<file path="src/core/rtv_pkg.sv">
// Purpose: shared constants and types for the clock value and alarm registers
// Assumes: 16-bit register words, BCD digits stored at their register positions
// Notes: value fields carry no reset value
package rtv_pkg;
   localparam int DW = 16;
   // control word layout
   localparam int CTL_TIME_EN_BIT = 15;
   localparam int CTL_WREN_BIT = 13;
   localparam int CTL_HALF_BIT = 11;
   localparam int CTL_PTR_LSB = 8;
   // alarm config word layout
   localparam int CFG_ALM_EN_BIT = 15;
   localparam int CFG_CHIME_BIT = 14;
   localparam int CFG_MASK_LSB = 10;
   localparam int CFG_PTR_LSB = 8;
   localparam int CFG_RPT_LSB = 0;
   // reset values of control state, and the repeat count wrap value
   localparam logic [1:0] PTR_RESET = 2'h0;
   localparam logic [3:0] MASK_RESET = 4'h0;
   localparam logic [7:0] RPT_RESET = 8'h00;
   localparam logic [7:0] RPT_WRAP = 8'hff;
   // legal bits of each BCD byte
   localparam logic [7:0] MON_BITS = 8'h1f;
   localparam logic [7:0] DAY_BITS = 8'h3f;
   localparam logic [7:0] HOUR_BITS = 8'h3f;
   localparam logic [7:0] MINUTE_SECOND_VALUE_BITS = 8'h7f;
   // counting ranges in binary
   localparam logic [6:0] SEC_MAX = 7'h3b;
   localparam logic [6:0] HOUR_MAX = 7'h17;
   localparam logic [6:0] WEEKDAY_DIGIT_MAX = 7'h06;
   localparam logic [6:0] MON_MAX = 7'h0c;
   localparam logic [6:0] YEAR_MAX = 7'h63;
   // alarm mask codes
   localparam logic [3:0] MASK_HALF = 4'h0;
   localparam logic [3:0] MASK_LAST = 4'h9;
   // window pointer codes
   typedef enum logic [1:0] {
      RTV_SEL_MINUTE_SECOND_VALUE = 2'b00,
      RTV_SEL_WDHR = 2'b01,
      RTV_SEL_MONTH_DAY_VALUE = 2'b10,
      RTV_SEL_YEAR = 2'b11
   } rtv_sel_t;
   typedef struct packed {
      logic [7:0] yr;
      logic [7:0] mo;
      logic [7:0] dy;
      logic [2:0] wd;
      logic [7:0] hr;
      logic [7:0] mi;
      logic [7:0] se;
      logic [7:0] amo;
      logic [7:0] ady;
      logic [2:0] awd;
      logic [7:0] ahr;
      logic [7:0] ami;
      logic [7:0] ase;
      logic timeEn;
      logic wrEn;
      logic [1:0] tPtr;
      logic almEn;
      logic chime;
      logic [3:0] amask;
      logic [1:0] aPtr;
      logic [7:0] rpt;
      logic secPend;
      logic halfPend;
      logic [15:0] timeRd;
      logic [15:0] almRd;
      logic evt;
      logic pulse;
   } rtv_state_t;
   typedef struct packed {
      logic [31:0] cnt;
      logic half;
      logic halfTick;
      logic secTick;
   } rtv_tick_state_t;
endpackage : rtv_pkg

</file>
<file path="src/core/rtv_tick_gen.sv">
// Purpose: half-second and second strobes from the core clock
// Assumes: ticksPerSec even and at least 4
// Notes: clear restarts the second, used when seconds are written
`timescale 1ns/10ps
`default_nettype none
module rtv_tick_gen #(
   parameter int TICKS_PER_SEC = 250_000_000
) (
   input wire logic clk,
   input wire logic rstn,
   input wire logic run,
   input wire logic clear,
   output logic halfSec,
   output logic halfTick,
   output logic secTick
);
   import rtv_pkg::*;
   localparam logic [31:0] LAST = 32'(TICKS_PER_SEC - 1);
   localparam logic [31:0] MID = 32'(TICKS_PER_SEC / 2 - 1);
   rtv_tick_state_t st_q, st_d;
   if (TICKS_PER_SEC < 4 || (TICKS_PER_SEC % 2) != 0) begin : g_chk
      $error("rtv_tick_gen: TICKS_PER_SEC must be even and at least 4");
   end
   always_comb begin
      st_d = st_q;
      st_d.halfTick = 1'b0;
      st_d.secTick = 1'b0;
      if (clear || !run) begin
         st_d.cnt = 32'h0;
         st_d.half = 1'b0;
      end else if (st_q.cnt == LAST) begin
         st_d.cnt = 32'h0;
         st_d.half = 1'b0;
         st_d.halfTick = 1'b1;
         st_d.secTick = 1'b1;
      end else begin
         st_d.cnt = st_q.cnt + 32'h1;
         if (st_q.cnt == MID) begin
            st_d.half = 1'b1;
            st_d.halfTick = 1'b1;
         end
      end
   end
   always_ff @(posedge clk) begin
      if (!rstn) begin
         st_q <= '0;
      end else begin
         st_q <= st_d;
      end
   end
   assign halfSec = st_q.half;
   assign halfTick = st_q.halfTick;
   assign secTick = st_q.secTick;
endmodule : rtv_tick_gen
`default_nettype wire

</file>
<file path="src/core/rtv_time_alarm.sv">
// Purpose: calendar time and alarm value registers behind two pointer windows
// Assumes: host accesses are whole 16-bit words, one strobe per access
// Notes: read data appears one cycle after the read strobe
//
// Summary of operation
// RQ1: repeat count holds number of further alarms
// RQ2: each alarm event decrements the repeat count
// RQ3: count stops at zero unless forever-repeat wraps
// RQ4: year holds two BCD digits, upper byte zero
// RQ5: year writes need write enable set
// RQ6: month tens bit 12, ones bits 11-8
// RQ7: time month read-only, day writable
// RQ8: day tens bits 5-4, ones bits 3-0
// RQ9: weekday in bits 10-8, range 0-6
// RQ10: hour tens bits 5-4, ones bits 3-0
// RQ11: minutes upper byte, seconds lower byte, BCD
// RQ12: month/day, weekday/hours writes need write enable
// RQ13: alarm registers mirror time layout, all writable
// RQ14: unimplemented value bits read zero
// RQ15: value fields are not reset
// RQ16: alarm pointer selects pair, decrements to zero
// RQ17: time pointer selects pair, decrements to zero
// RQ18: alarm enable clears after final alarm
// RQ19: time digits advance once per second
// RQ20: masked alarm digits compared against time
`timescale 1ns/10ps
`default_nettype none
module rtv_time_alarm #(
   parameter int TICKS_PER_SEC = 250_000_000
) (
   input wire logic clk,
   input wire logic rstn,
   input wire logic ctlWr,
   input wire logic [rtv_pkg::DW-1:0] ctlWdata,
   output logic [rtv_pkg::DW-1:0] ctlRdata,
   input wire logic almCfgWr,
   input wire logic [rtv_pkg::DW-1:0] almCfgWdata,
   output logic [rtv_pkg::DW-1:0] almCfgRdata,
   input wire logic timeWinWr,
   input wire logic timeWinRd,
   input wire logic [rtv_pkg::DW-1:0] timeWinWdata,
   output logic [rtv_pkg::DW-1:0] timeWinRdata,
   input wire logic almWinWr,
   input wire logic almWinRd,
   input wire logic [rtv_pkg::DW-1:0] almWinWdata,
   output logic [rtv_pkg::DW-1:0] almWinRdata,
   output logic alarmEvent,
   output logic alarmPulse
);
   import rtv_pkg::*;

   rtv_state_t st_q, st_d;
   logic halfSec;
   logic halfTick;
   logic secTick;
   logic secClear;

   function automatic logic [6:0] bcd2bin(input logic [7:0] b);
      bcd2bin = 7'(b[7:4]) * 7'd10 + 7'(b[3:0]);
   endfunction : bcd2bin

   function automatic logic [7:0] bin2bcd(input logic [6:0] v);
      logic [6:0] t;
      t = v / 7'd10;
      bin2bcd = {t[3:0], 4'(v - t * 7'd10)};
   endfunction : bin2bcd

   // returns {carry, next BCD}; wraps to lo past hi
   function automatic logic [8:0] bump(input logic [7:0] b, input logic [6:0] lo, input logic [6:0] hi);
      logic [6:0] v;
      v = bcd2bin(b);
      if (v >= hi) begin
         bump = {1'b1, bin2bcd(lo)};
      end else begin
         bump = {1'b0, bin2bcd(v + 7'd1)};
      end
   endfunction : bump

   // years 00..99, multiples of four are leap years
   function automatic logic leapYear(input logic [7:0] y);
      if (y[4]) begin
         leapYear = (y[3:0] == 4'h2) || (y[3:0] == 4'h6);
      end else begin
         leapYear = (y[3:0] == 4'h0) || (y[3:0] == 4'h4) || (y[3:0] == 4'h8);
      end
   endfunction : leapYear

   function automatic logic [6:0] daysInMonth(input logic [7:0] m, input logic [7:0] y);
      logic [6:0] mb;
      mb = bcd2bin(m);
      case (mb)
         7'd2: daysInMonth = leapYear(y) ? 7'd29 : 7'd28;
         7'd4, 7'd6, 7'd9, 7'd11: daysInMonth = 7'd30;
         default: daysInMonth = 7'd31;
      endcase
   endfunction : daysInMonth

   // the second restarts when the seconds are written
   assign secClear = timeWinWr && st_q.wrEn && (st_q.tPtr == RTV_SEL_MINUTE_SECOND_VALUE);

   rtv_tick_gen #(
      .TICKS_PER_SEC(TICKS_PER_SEC)
   ) u_tick (
      .clk(clk),
      .rstn(rstn),
      .run(st_q.timeEn),
      .clear(secClear),
      .halfSec(halfSec),
      .halfTick(halfTick),
      .secTick(secTick)
   );

   always_comb begin
      logic [8:0] c;
      logic [3:0] m;
      logic match;
      logic fire;
      c = 9'h0;
      m = st_q.amask;
      match = 1'b0;
      fire = 1'b0;
      st_d = st_q;
      st_d.evt = 1'b0;
      st_d.secPend = secTick;
      st_d.halfPend = halfTick;

      // calendar advance with carry ripple
      if (secTick) begin
         c = bump(st_q.se, 7'd0, SEC_MAX); // RQ19
         st_d.se = c[7:0];
         if (c[8]) begin
            c = bump(st_q.mi, 7'd0, SEC_MAX); // RQ19
            st_d.mi = c[7:0];
            if (c[8]) begin
               c = bump(st_q.hr, 7'd0, HOUR_MAX); // RQ19
               st_d.hr = c[7:0];
               if (c[8]) begin
                  c = bump({5'h0, st_q.wd}, 7'd0, WEEKDAY_DIGIT_MAX); // RQ19
                  st_d.wd = c[2:0];
                  c = bump(st_q.dy, 7'd1, daysInMonth(st_q.mo, st_q.yr)); // RQ19
                  st_d.dy = c[7:0];
                  if (c[8]) begin
                     c = bump(st_q.mo, 7'd1, MON_MAX); // RQ19
                     st_d.mo = c[7:0];
                     if (c[8]) begin
                        c = bump(st_q.yr, 7'd0, YEAR_MAX); // RQ19
                        st_d.yr = c[7:0];
                     end
                  end
               end
            end
         end
      end

      // compared one cycle after the tick, against the advanced time
      match = (m >= 4'h1) && (m <= MASK_LAST) // RQ20
         && (m < 4'h2 || st_q.se[3:0] == st_q.ase[3:0])
         && (m < 4'h3 || st_q.se[6:4] == st_q.ase[6:4])
         && (m < 4'h4 || st_q.mi[3:0] == st_q.ami[3:0])
         && (m < 4'h5 || st_q.mi[6:4] == st_q.ami[6:4])
         && (m < 4'h6 || st_q.hr == st_q.ahr)
         && (m != 4'h7 || st_q.wd == st_q.awd)
         && (m < 4'h8 || st_q.dy == st_q.ady)
         && (m < 4'h9 || st_q.mo == st_q.amo);
      if (m == MASK_HALF) begin
         fire = st_q.almEn && st_q.halfPend; // RQ20
      end else begin
         fire = st_q.almEn && st_q.secPend && match; // RQ20
      end

      // control word; the run bit itself is behind the write enable
      if (ctlWr) begin
         st_d.wrEn = ctlWdata[CTL_WREN_BIT];
         st_d.tPtr = ctlWdata[CTL_PTR_LSB +: 2];
         if (st_q.wrEn) begin
            st_d.timeEn = ctlWdata[CTL_TIME_EN_BIT];
         end
      end

      if (almCfgWr) begin
         st_d.almEn = almCfgWdata[CFG_ALM_EN_BIT];
         st_d.chime = almCfgWdata[CFG_CHIME_BIT];
         st_d.amask = almCfgWdata[CFG_MASK_LSB +: 4];
         st_d.aPtr = almCfgWdata[CFG_PTR_LSB +: 2];
         st_d.rpt = almCfgWdata[CFG_RPT_LSB +: 8];
      end

      // time window; software writes win over the tick in the same cycle
      if (timeWinWr && st_q.wrEn) begin
         case (st_q.tPtr)
            RTV_SEL_MINUTE_SECOND_VALUE: begin
               st_d.mi = timeWinWdata[15:8] & MINUTE_SECOND_VALUE_BITS; // RQ11
               st_d.se = timeWinWdata[7:0] & MINUTE_SECOND_VALUE_BITS; // RQ11
            end
            RTV_SEL_WDHR: begin
               st_d.wd = timeWinWdata[10:8]; // RQ9 RQ12
               st_d.hr = timeWinWdata[7:0] & HOUR_BITS; // RQ10 RQ12
            end
            RTV_SEL_MONTH_DAY_VALUE: begin
               st_d.dy = timeWinWdata[7:0] & DAY_BITS; // RQ7 RQ8 RQ12
            end
            RTV_SEL_YEAR: begin
               st_d.yr = timeWinWdata[7:0]; // RQ4 RQ5
            end
            default: begin
               st_d.yr = st_q.yr;
            end
         endcase
      end

      if (timeWinRd) begin
         case (st_q.tPtr)
            RTV_SEL_MINUTE_SECOND_VALUE: st_d.timeRd = {st_q.mi, st_q.se}; // RQ11 RQ14
            RTV_SEL_WDHR: st_d.timeRd = {5'h0, st_q.wd, st_q.hr}; // RQ9 RQ14
            RTV_SEL_MONTH_DAY_VALUE: st_d.timeRd = {st_q.mo, st_q.dy}; // RQ6 RQ14
            RTV_SEL_YEAR: st_d.timeRd = {8'h00, st_q.yr}; // RQ4 RQ14
            default: st_d.timeRd = 16'h0000;
         endcase
      end

      // any window access walks the pointer down and parks it at zero
      if ((timeWinRd || timeWinWr) && st_q.tPtr != RTV_SEL_MINUTE_SECOND_VALUE) begin
         st_d.tPtr = st_q.tPtr - 2'h1; // RQ17
      end

      // alarm window; the top slot has no storage
      if (almWinWr) begin
         case (st_q.aPtr)
            RTV_SEL_MINUTE_SECOND_VALUE: begin
               st_d.ami = almWinWdata[15:8] & MINUTE_SECOND_VALUE_BITS; // RQ13
               st_d.ase = almWinWdata[7:0] & MINUTE_SECOND_VALUE_BITS; // RQ13
            end
            RTV_SEL_WDHR: begin
               if (st_q.wrEn) begin
                  st_d.awd = almWinWdata[10:8]; // RQ12 RQ13
                  st_d.ahr = almWinWdata[7:0] & HOUR_BITS; // RQ12 RQ13
               end
            end
            RTV_SEL_MONTH_DAY_VALUE: begin
               if (st_q.wrEn) begin
                  st_d.amo = almWinWdata[15:8] & MON_BITS; // RQ12 RQ13
                  st_d.ady = almWinWdata[7:0] & DAY_BITS; // RQ12 RQ13
               end
            end
            default: begin
               st_d.ase = st_d.ase;
            end
         endcase
      end

      if (almWinRd) begin
         case (st_q.aPtr)
            RTV_SEL_MINUTE_SECOND_VALUE: st_d.almRd = {st_q.ami, st_q.ase}; // RQ13 RQ14
            RTV_SEL_WDHR: st_d.almRd = {5'h0, st_q.awd, st_q.ahr}; // RQ13 RQ14
            RTV_SEL_MONTH_DAY_VALUE: st_d.almRd = {st_q.amo, st_q.ady}; // RQ13 RQ14
            default: st_d.almRd = 16'h0000; // RQ16
         endcase
      end

      if ((almWinRd || almWinWr) && st_q.aPtr != RTV_SEL_MINUTE_SECOND_VALUE) begin
         st_d.aPtr = st_q.aPtr - 2'h1; // RQ16
      end

      // event acts on top of a same-cycle config write so none is lost
      if (fire) begin
         st_d.evt = 1'b1;
         st_d.pulse = ~st_q.pulse;
         if (st_d.rpt != RPT_RESET) begin
            st_d.rpt = st_d.rpt - 8'h01; // RQ1 RQ2
         end else if (st_d.chime) begin
            st_d.rpt = RPT_WRAP; // RQ3
         end else begin
            st_d.almEn = 1'b0; // RQ3 RQ18
         end
      end
   end

   // only control state is reset; time and alarm values keep whatever they hold
   always_ff @(posedge clk) begin
      st_q <= st_d;
      if (!rstn) begin
         st_q.timeEn <= 1'b0;
         st_q.wrEn <= 1'b0;
         st_q.tPtr <= PTR_RESET;
         st_q.almEn <= 1'b0;
         st_q.chime <= 1'b0;
         st_q.amask <= MASK_RESET;
         st_q.aPtr <= PTR_RESET;
         st_q.rpt <= RPT_RESET;
         st_q.secPend <= 1'b0;
         st_q.halfPend <= 1'b0;
         st_q.timeRd <= 16'h0000;
         st_q.almRd <= 16'h0000;
         st_q.evt <= 1'b0;
         st_q.pulse <= 1'b0;
      end // RQ15
   end

   assign ctlRdata = {st_q.timeEn, 1'b0, st_q.wrEn, 1'b0, halfSec, 1'b0, st_q.tPtr, 8'h00};
   assign almCfgRdata = {st_q.almEn, st_q.chime, st_q.amask, st_q.aPtr, st_q.rpt};
   assign timeWinRdata = st_q.timeRd;
   assign almWinRdata = st_q.almRd;
   assign alarmEvent = st_q.evt;
   assign alarmPulse = st_q.pulse;
endmodule : rtv_time_alarm
`default_nettype wire

</file>
<file path="config.mk">
export PLATFORM = sky130hd
export DESIGN_NAME = rtv_time_alarm
export DESIGN_NICKNAME = d
export VERILOG_FILES = /design/src/core/rtv_pkg.sv /design/src/core/rtv_tick_gen.sv /design/src/core/rtv_time_alarm.sv
export SDC_FILE = /design/constraint.sdc
export NUM_CORES = 1
export LEC_CHECK = 0
export BUFFER_PORTS_ARGS = -buffer_cell sky130_fd_sc_hd__buf_4
export CORE_AREA = 4 4 215 217
export CTS_CLUSTER_SIZE = 12
export DETAILED_ROUTE_END_ITERATION = 16
export DIE_AREA = 0 0 219 221
export HOLD_SLACK_MARGIN = 0.02
export PLACE_DENSITY = 0.53
export SETUP_SLACK_MARGIN = 0.05
export SLEW_MARGIN = 20
export SYNTH_ARGS = -nofsm -noshare
export SYNTH_HDL_FRONTEND = slang
export SYNTH_SLANG_ARGS = --single-unit
</file>
<file path="constraint.sdc">
create_clock -name clk -period 6.75 [get_ports clk]
set_input_delay 0.675 -clock clk [delete_from_list [all_inputs] [get_ports clk]]
set_output_delay 0.675 -clock clk [all_outputs]
set_load 0.1 [all_outputs]
</file>
==> metrics.txt <==
Synth warnings=0; most used cell, CP=ha_1; Syn Area/Cell=8.54 µm²; Worst setup startpoint=st_q[104]; Final Hold Fails=0; Final Routed Wirelength=38600 µm; RSZ-0062 raised after global routing=no; DIE AREA=48400 µm²; CTS tree=yes; initial antenna violation count=2; # clock sinks=174; cell area after layout=14700 µm²; CTS Buffer Depth=2; Power Dens Cells=577 nW/µm²; Mapped Cells=1542; GR Util All Layers=15.6%; DRC Markers=0; slew margin rel.=36.1%; Final Core Density=33.3%; total power=8.49 mW; register bit total from synthesis=174; peak supply drop=0.272 mV; Tcrit/Tclk final=93.7%; number of synthesized flops with an enable pin=42; Arr. time, crit path=6.63 ns; DRT iter0 DRCs=980; Seq/Total Area, Yosys=29.7%; Slew @ Worst Pin=0.953 ns; hpwl dp=29500 µm; Placer Congestion=0.864; CTS root buffer=clkbuf_16; ys async rst share=0%; worst reg-to-reg path cell count=25; Slew Viols, Final=0; setup tns final=0 ns; # fillers=4673; Die Y=221 µm; kind of critical path=flop to flop; Ports=138; CTS Buf Count=17; Post-DP Area=14100 µm²; Cell variety after synth=107; vias in the first global route=10600; Post-CTS Hold Buffers=0; setup slack, reg-to-reg=0.42 ns; Clk Latency, worst-skew pair=0.45 ns; Critical Path RT=7.05 ns; Post-DRT Antenna Nets=0; startpoint types=flop; Worst Setup EP=st_q[102]; outcome=finished clean; Pleak=5.78 nW; Synth Flop Type=dfxtp_1; WL/cell=17.7 µm; Max H-tree Level=4; layout cells sized above 1=13.2%; final clock skew=0.0170 ns; clk slew on worst S/H paths=0.07 ns; type of the most critical hold path=primary input to flop; final setup violation count=0; Post-Synthesis Cell Area=13200 µm²; Crit Path Max Fanout=8; largest net degree at the start of global routing=46; fin nets=1747; Critical Path Sink Type=flop; total number of vias=11400; Min Clock Period, post-route=6.33 ns; Die X=219 µm; core area=44100 µm²; r2r startpoint=st_q[104]; WHS Path Cells=1; Slowest cell on crit path=fa_1; number of max-cap violations=0; gr ovfl total=0; Peak Freq=158 MHz; Layout area overhead=11.8%; I/O Buffers=109; global-route wire length before repair=60100 µm; Row Count=77; vias per std cell=5.22; slowest stage delay, CP=0.57 ns; Initial Util=29.8%; FF-to-FF End=st_q[102]; drt first pass iters=6
[report_power, final]
group,switching [mW],leakage [nW],internal (mW)
logic,3.65,4.02,2.40
registers,0.247,1.47,1.20
clock network,0.471,0.291,0.532
total,4.36,5.78,4.13
[final cells by class]
type	count	area, µm²	share of cell area [%]
multi-input combinational	1210	8390	57.1
sequential	174	3910	26.6
timing repair buffer	117	878	5.97
tap	592	741	5.03
clock buffer	18	439	2.99
inverter	53	199	1.35
clock inverter	14	151	1.03
antenna	1	2.50	0.0170
[how the worst min path moves through the flow]
stage	end	startpoint	slack, ns
2_1_floorplan	st_q[34]	u_tick.halfTick	0.41
3_3_place_gp	st_q[34]	u_tick.halfTick	0.43
3_5_place_dp	st_q[34]	u_tick.halfTick	0.43
4_1_cts	st_q[69]	almWinWdata[13]	0.37
5_1_grt	st_q[62]	almWinWdata[6]	0.37
6_report	st_q[62]	almWinWdata[6]	0.40
[cells in the final DEF, fill, tap and decap left out, types with 13 or more instances in the layout]
cell / Yosys / final
a21o_1: 14 / 14
nand4_1: 21 / 21
nor3_1: 35 / 35
a222oi_1: 17 / 17
conb_1: 1 / 16
clkbuf_16: 0 / 17
o21ai_0: 60 / 60
a31oi_1: 14 / 14
a211oi_1: 26 / 26
or3_1: 13 / 13
nor2_1: 182 / 182
a21oi_1: 101 / 101
and3_1: 30 / 30
inv_1: 51 / 50
edfxtp_1: 42 / 42
o211ai_1: 14 / 14
nor4_1: 13 / 13
nand3_1: 60 / 60
mux2i_1: 31 / 31
ha_1: 84 / 84
xor2_1: 56 / 56
buf_4: 66 / 117
fa_1: 18 / 18
nand2_1: 112 / 112
xnor2_1: 63 / 63
dfxtp_1: 132 / 130
and2_1: 13 / 13
[per-stage QoR]
step / worst slack [ns] / cells / hold slack, ns
2_1_floorplan: 0.930 / 1557 / 0.412
6_report: 0.422 / 2179 / 0.400
3_3_place_gp: 0.405 / 2145 / 0.429
3_5_place_dp: 0.340 / 2145 / 0.427
5_1_grt: 0.0812 / 2178 / 0.374
4_1_cts: 0.306 / 2177 / 0.367
[worst max-delay path: cells and delay by family, from the launching register on]
| family | cells | cell delay, ns |
|---|---|---|
| adders and majority gates | 6 | 1.92 |
| buffers and inverters | 2 | 0.17 |
| and+or+nand+nor | 8 | 2.14 |
| xor gates and xnor gates | 1 | 0.13 |
| AOI/OAI and AO/OA | 8 | 1.40 |
| DFF | 1 | 0.43 |
[layer usage]
metal	wire length (µm)	track usage (%)
met2	17800	24.9
met3	2270	3.55
met4	873	4.49
met5	12	0
met1	17600	21.1
[Yosys cell counts, types with 42 or more instances]
cell,count,share of area (%)
a21oi_1,101,3.8
ha_1,84,8.0
xnor2_1,63,4.2
nand3_1,60,2.3
inv_1,51,1.5
xor2_1,56,3.7
nor2_1,182,5.2
dfxtp_1,132,20
buf_4,66,3.8
edfxtp_1,42,9.6
o21ai_0,60,2.3
nand2_1,112,3.2
[flip-flops by register name, indices dropped and copies added, names as in the netlist, 4 cells and up]
name / count
almCfgRdata: 16
almWinRdata: 14
st_q: 87
u_tick.st_q: 32
timeWinRdata: 16
ctlRdata: 4
[repair_timing]
item                                    in CTS  in global routing
endpoints found under the setup margin       0                  1
resized for setup                            0                  4
setup buffers                                0                  1
[cell families after synthesis]
group,count (synthesis),synth area share [%]
buf+inv,173,7.04
other cells,1,0.0285
xor+xnor,130,9.42
mux,40,3.15
simple gates,541,19.9
flops,174,29.7
fa+ha+maj,105,11.0
compound gates,378,19.9
Power figures use the tool's default switching activity.
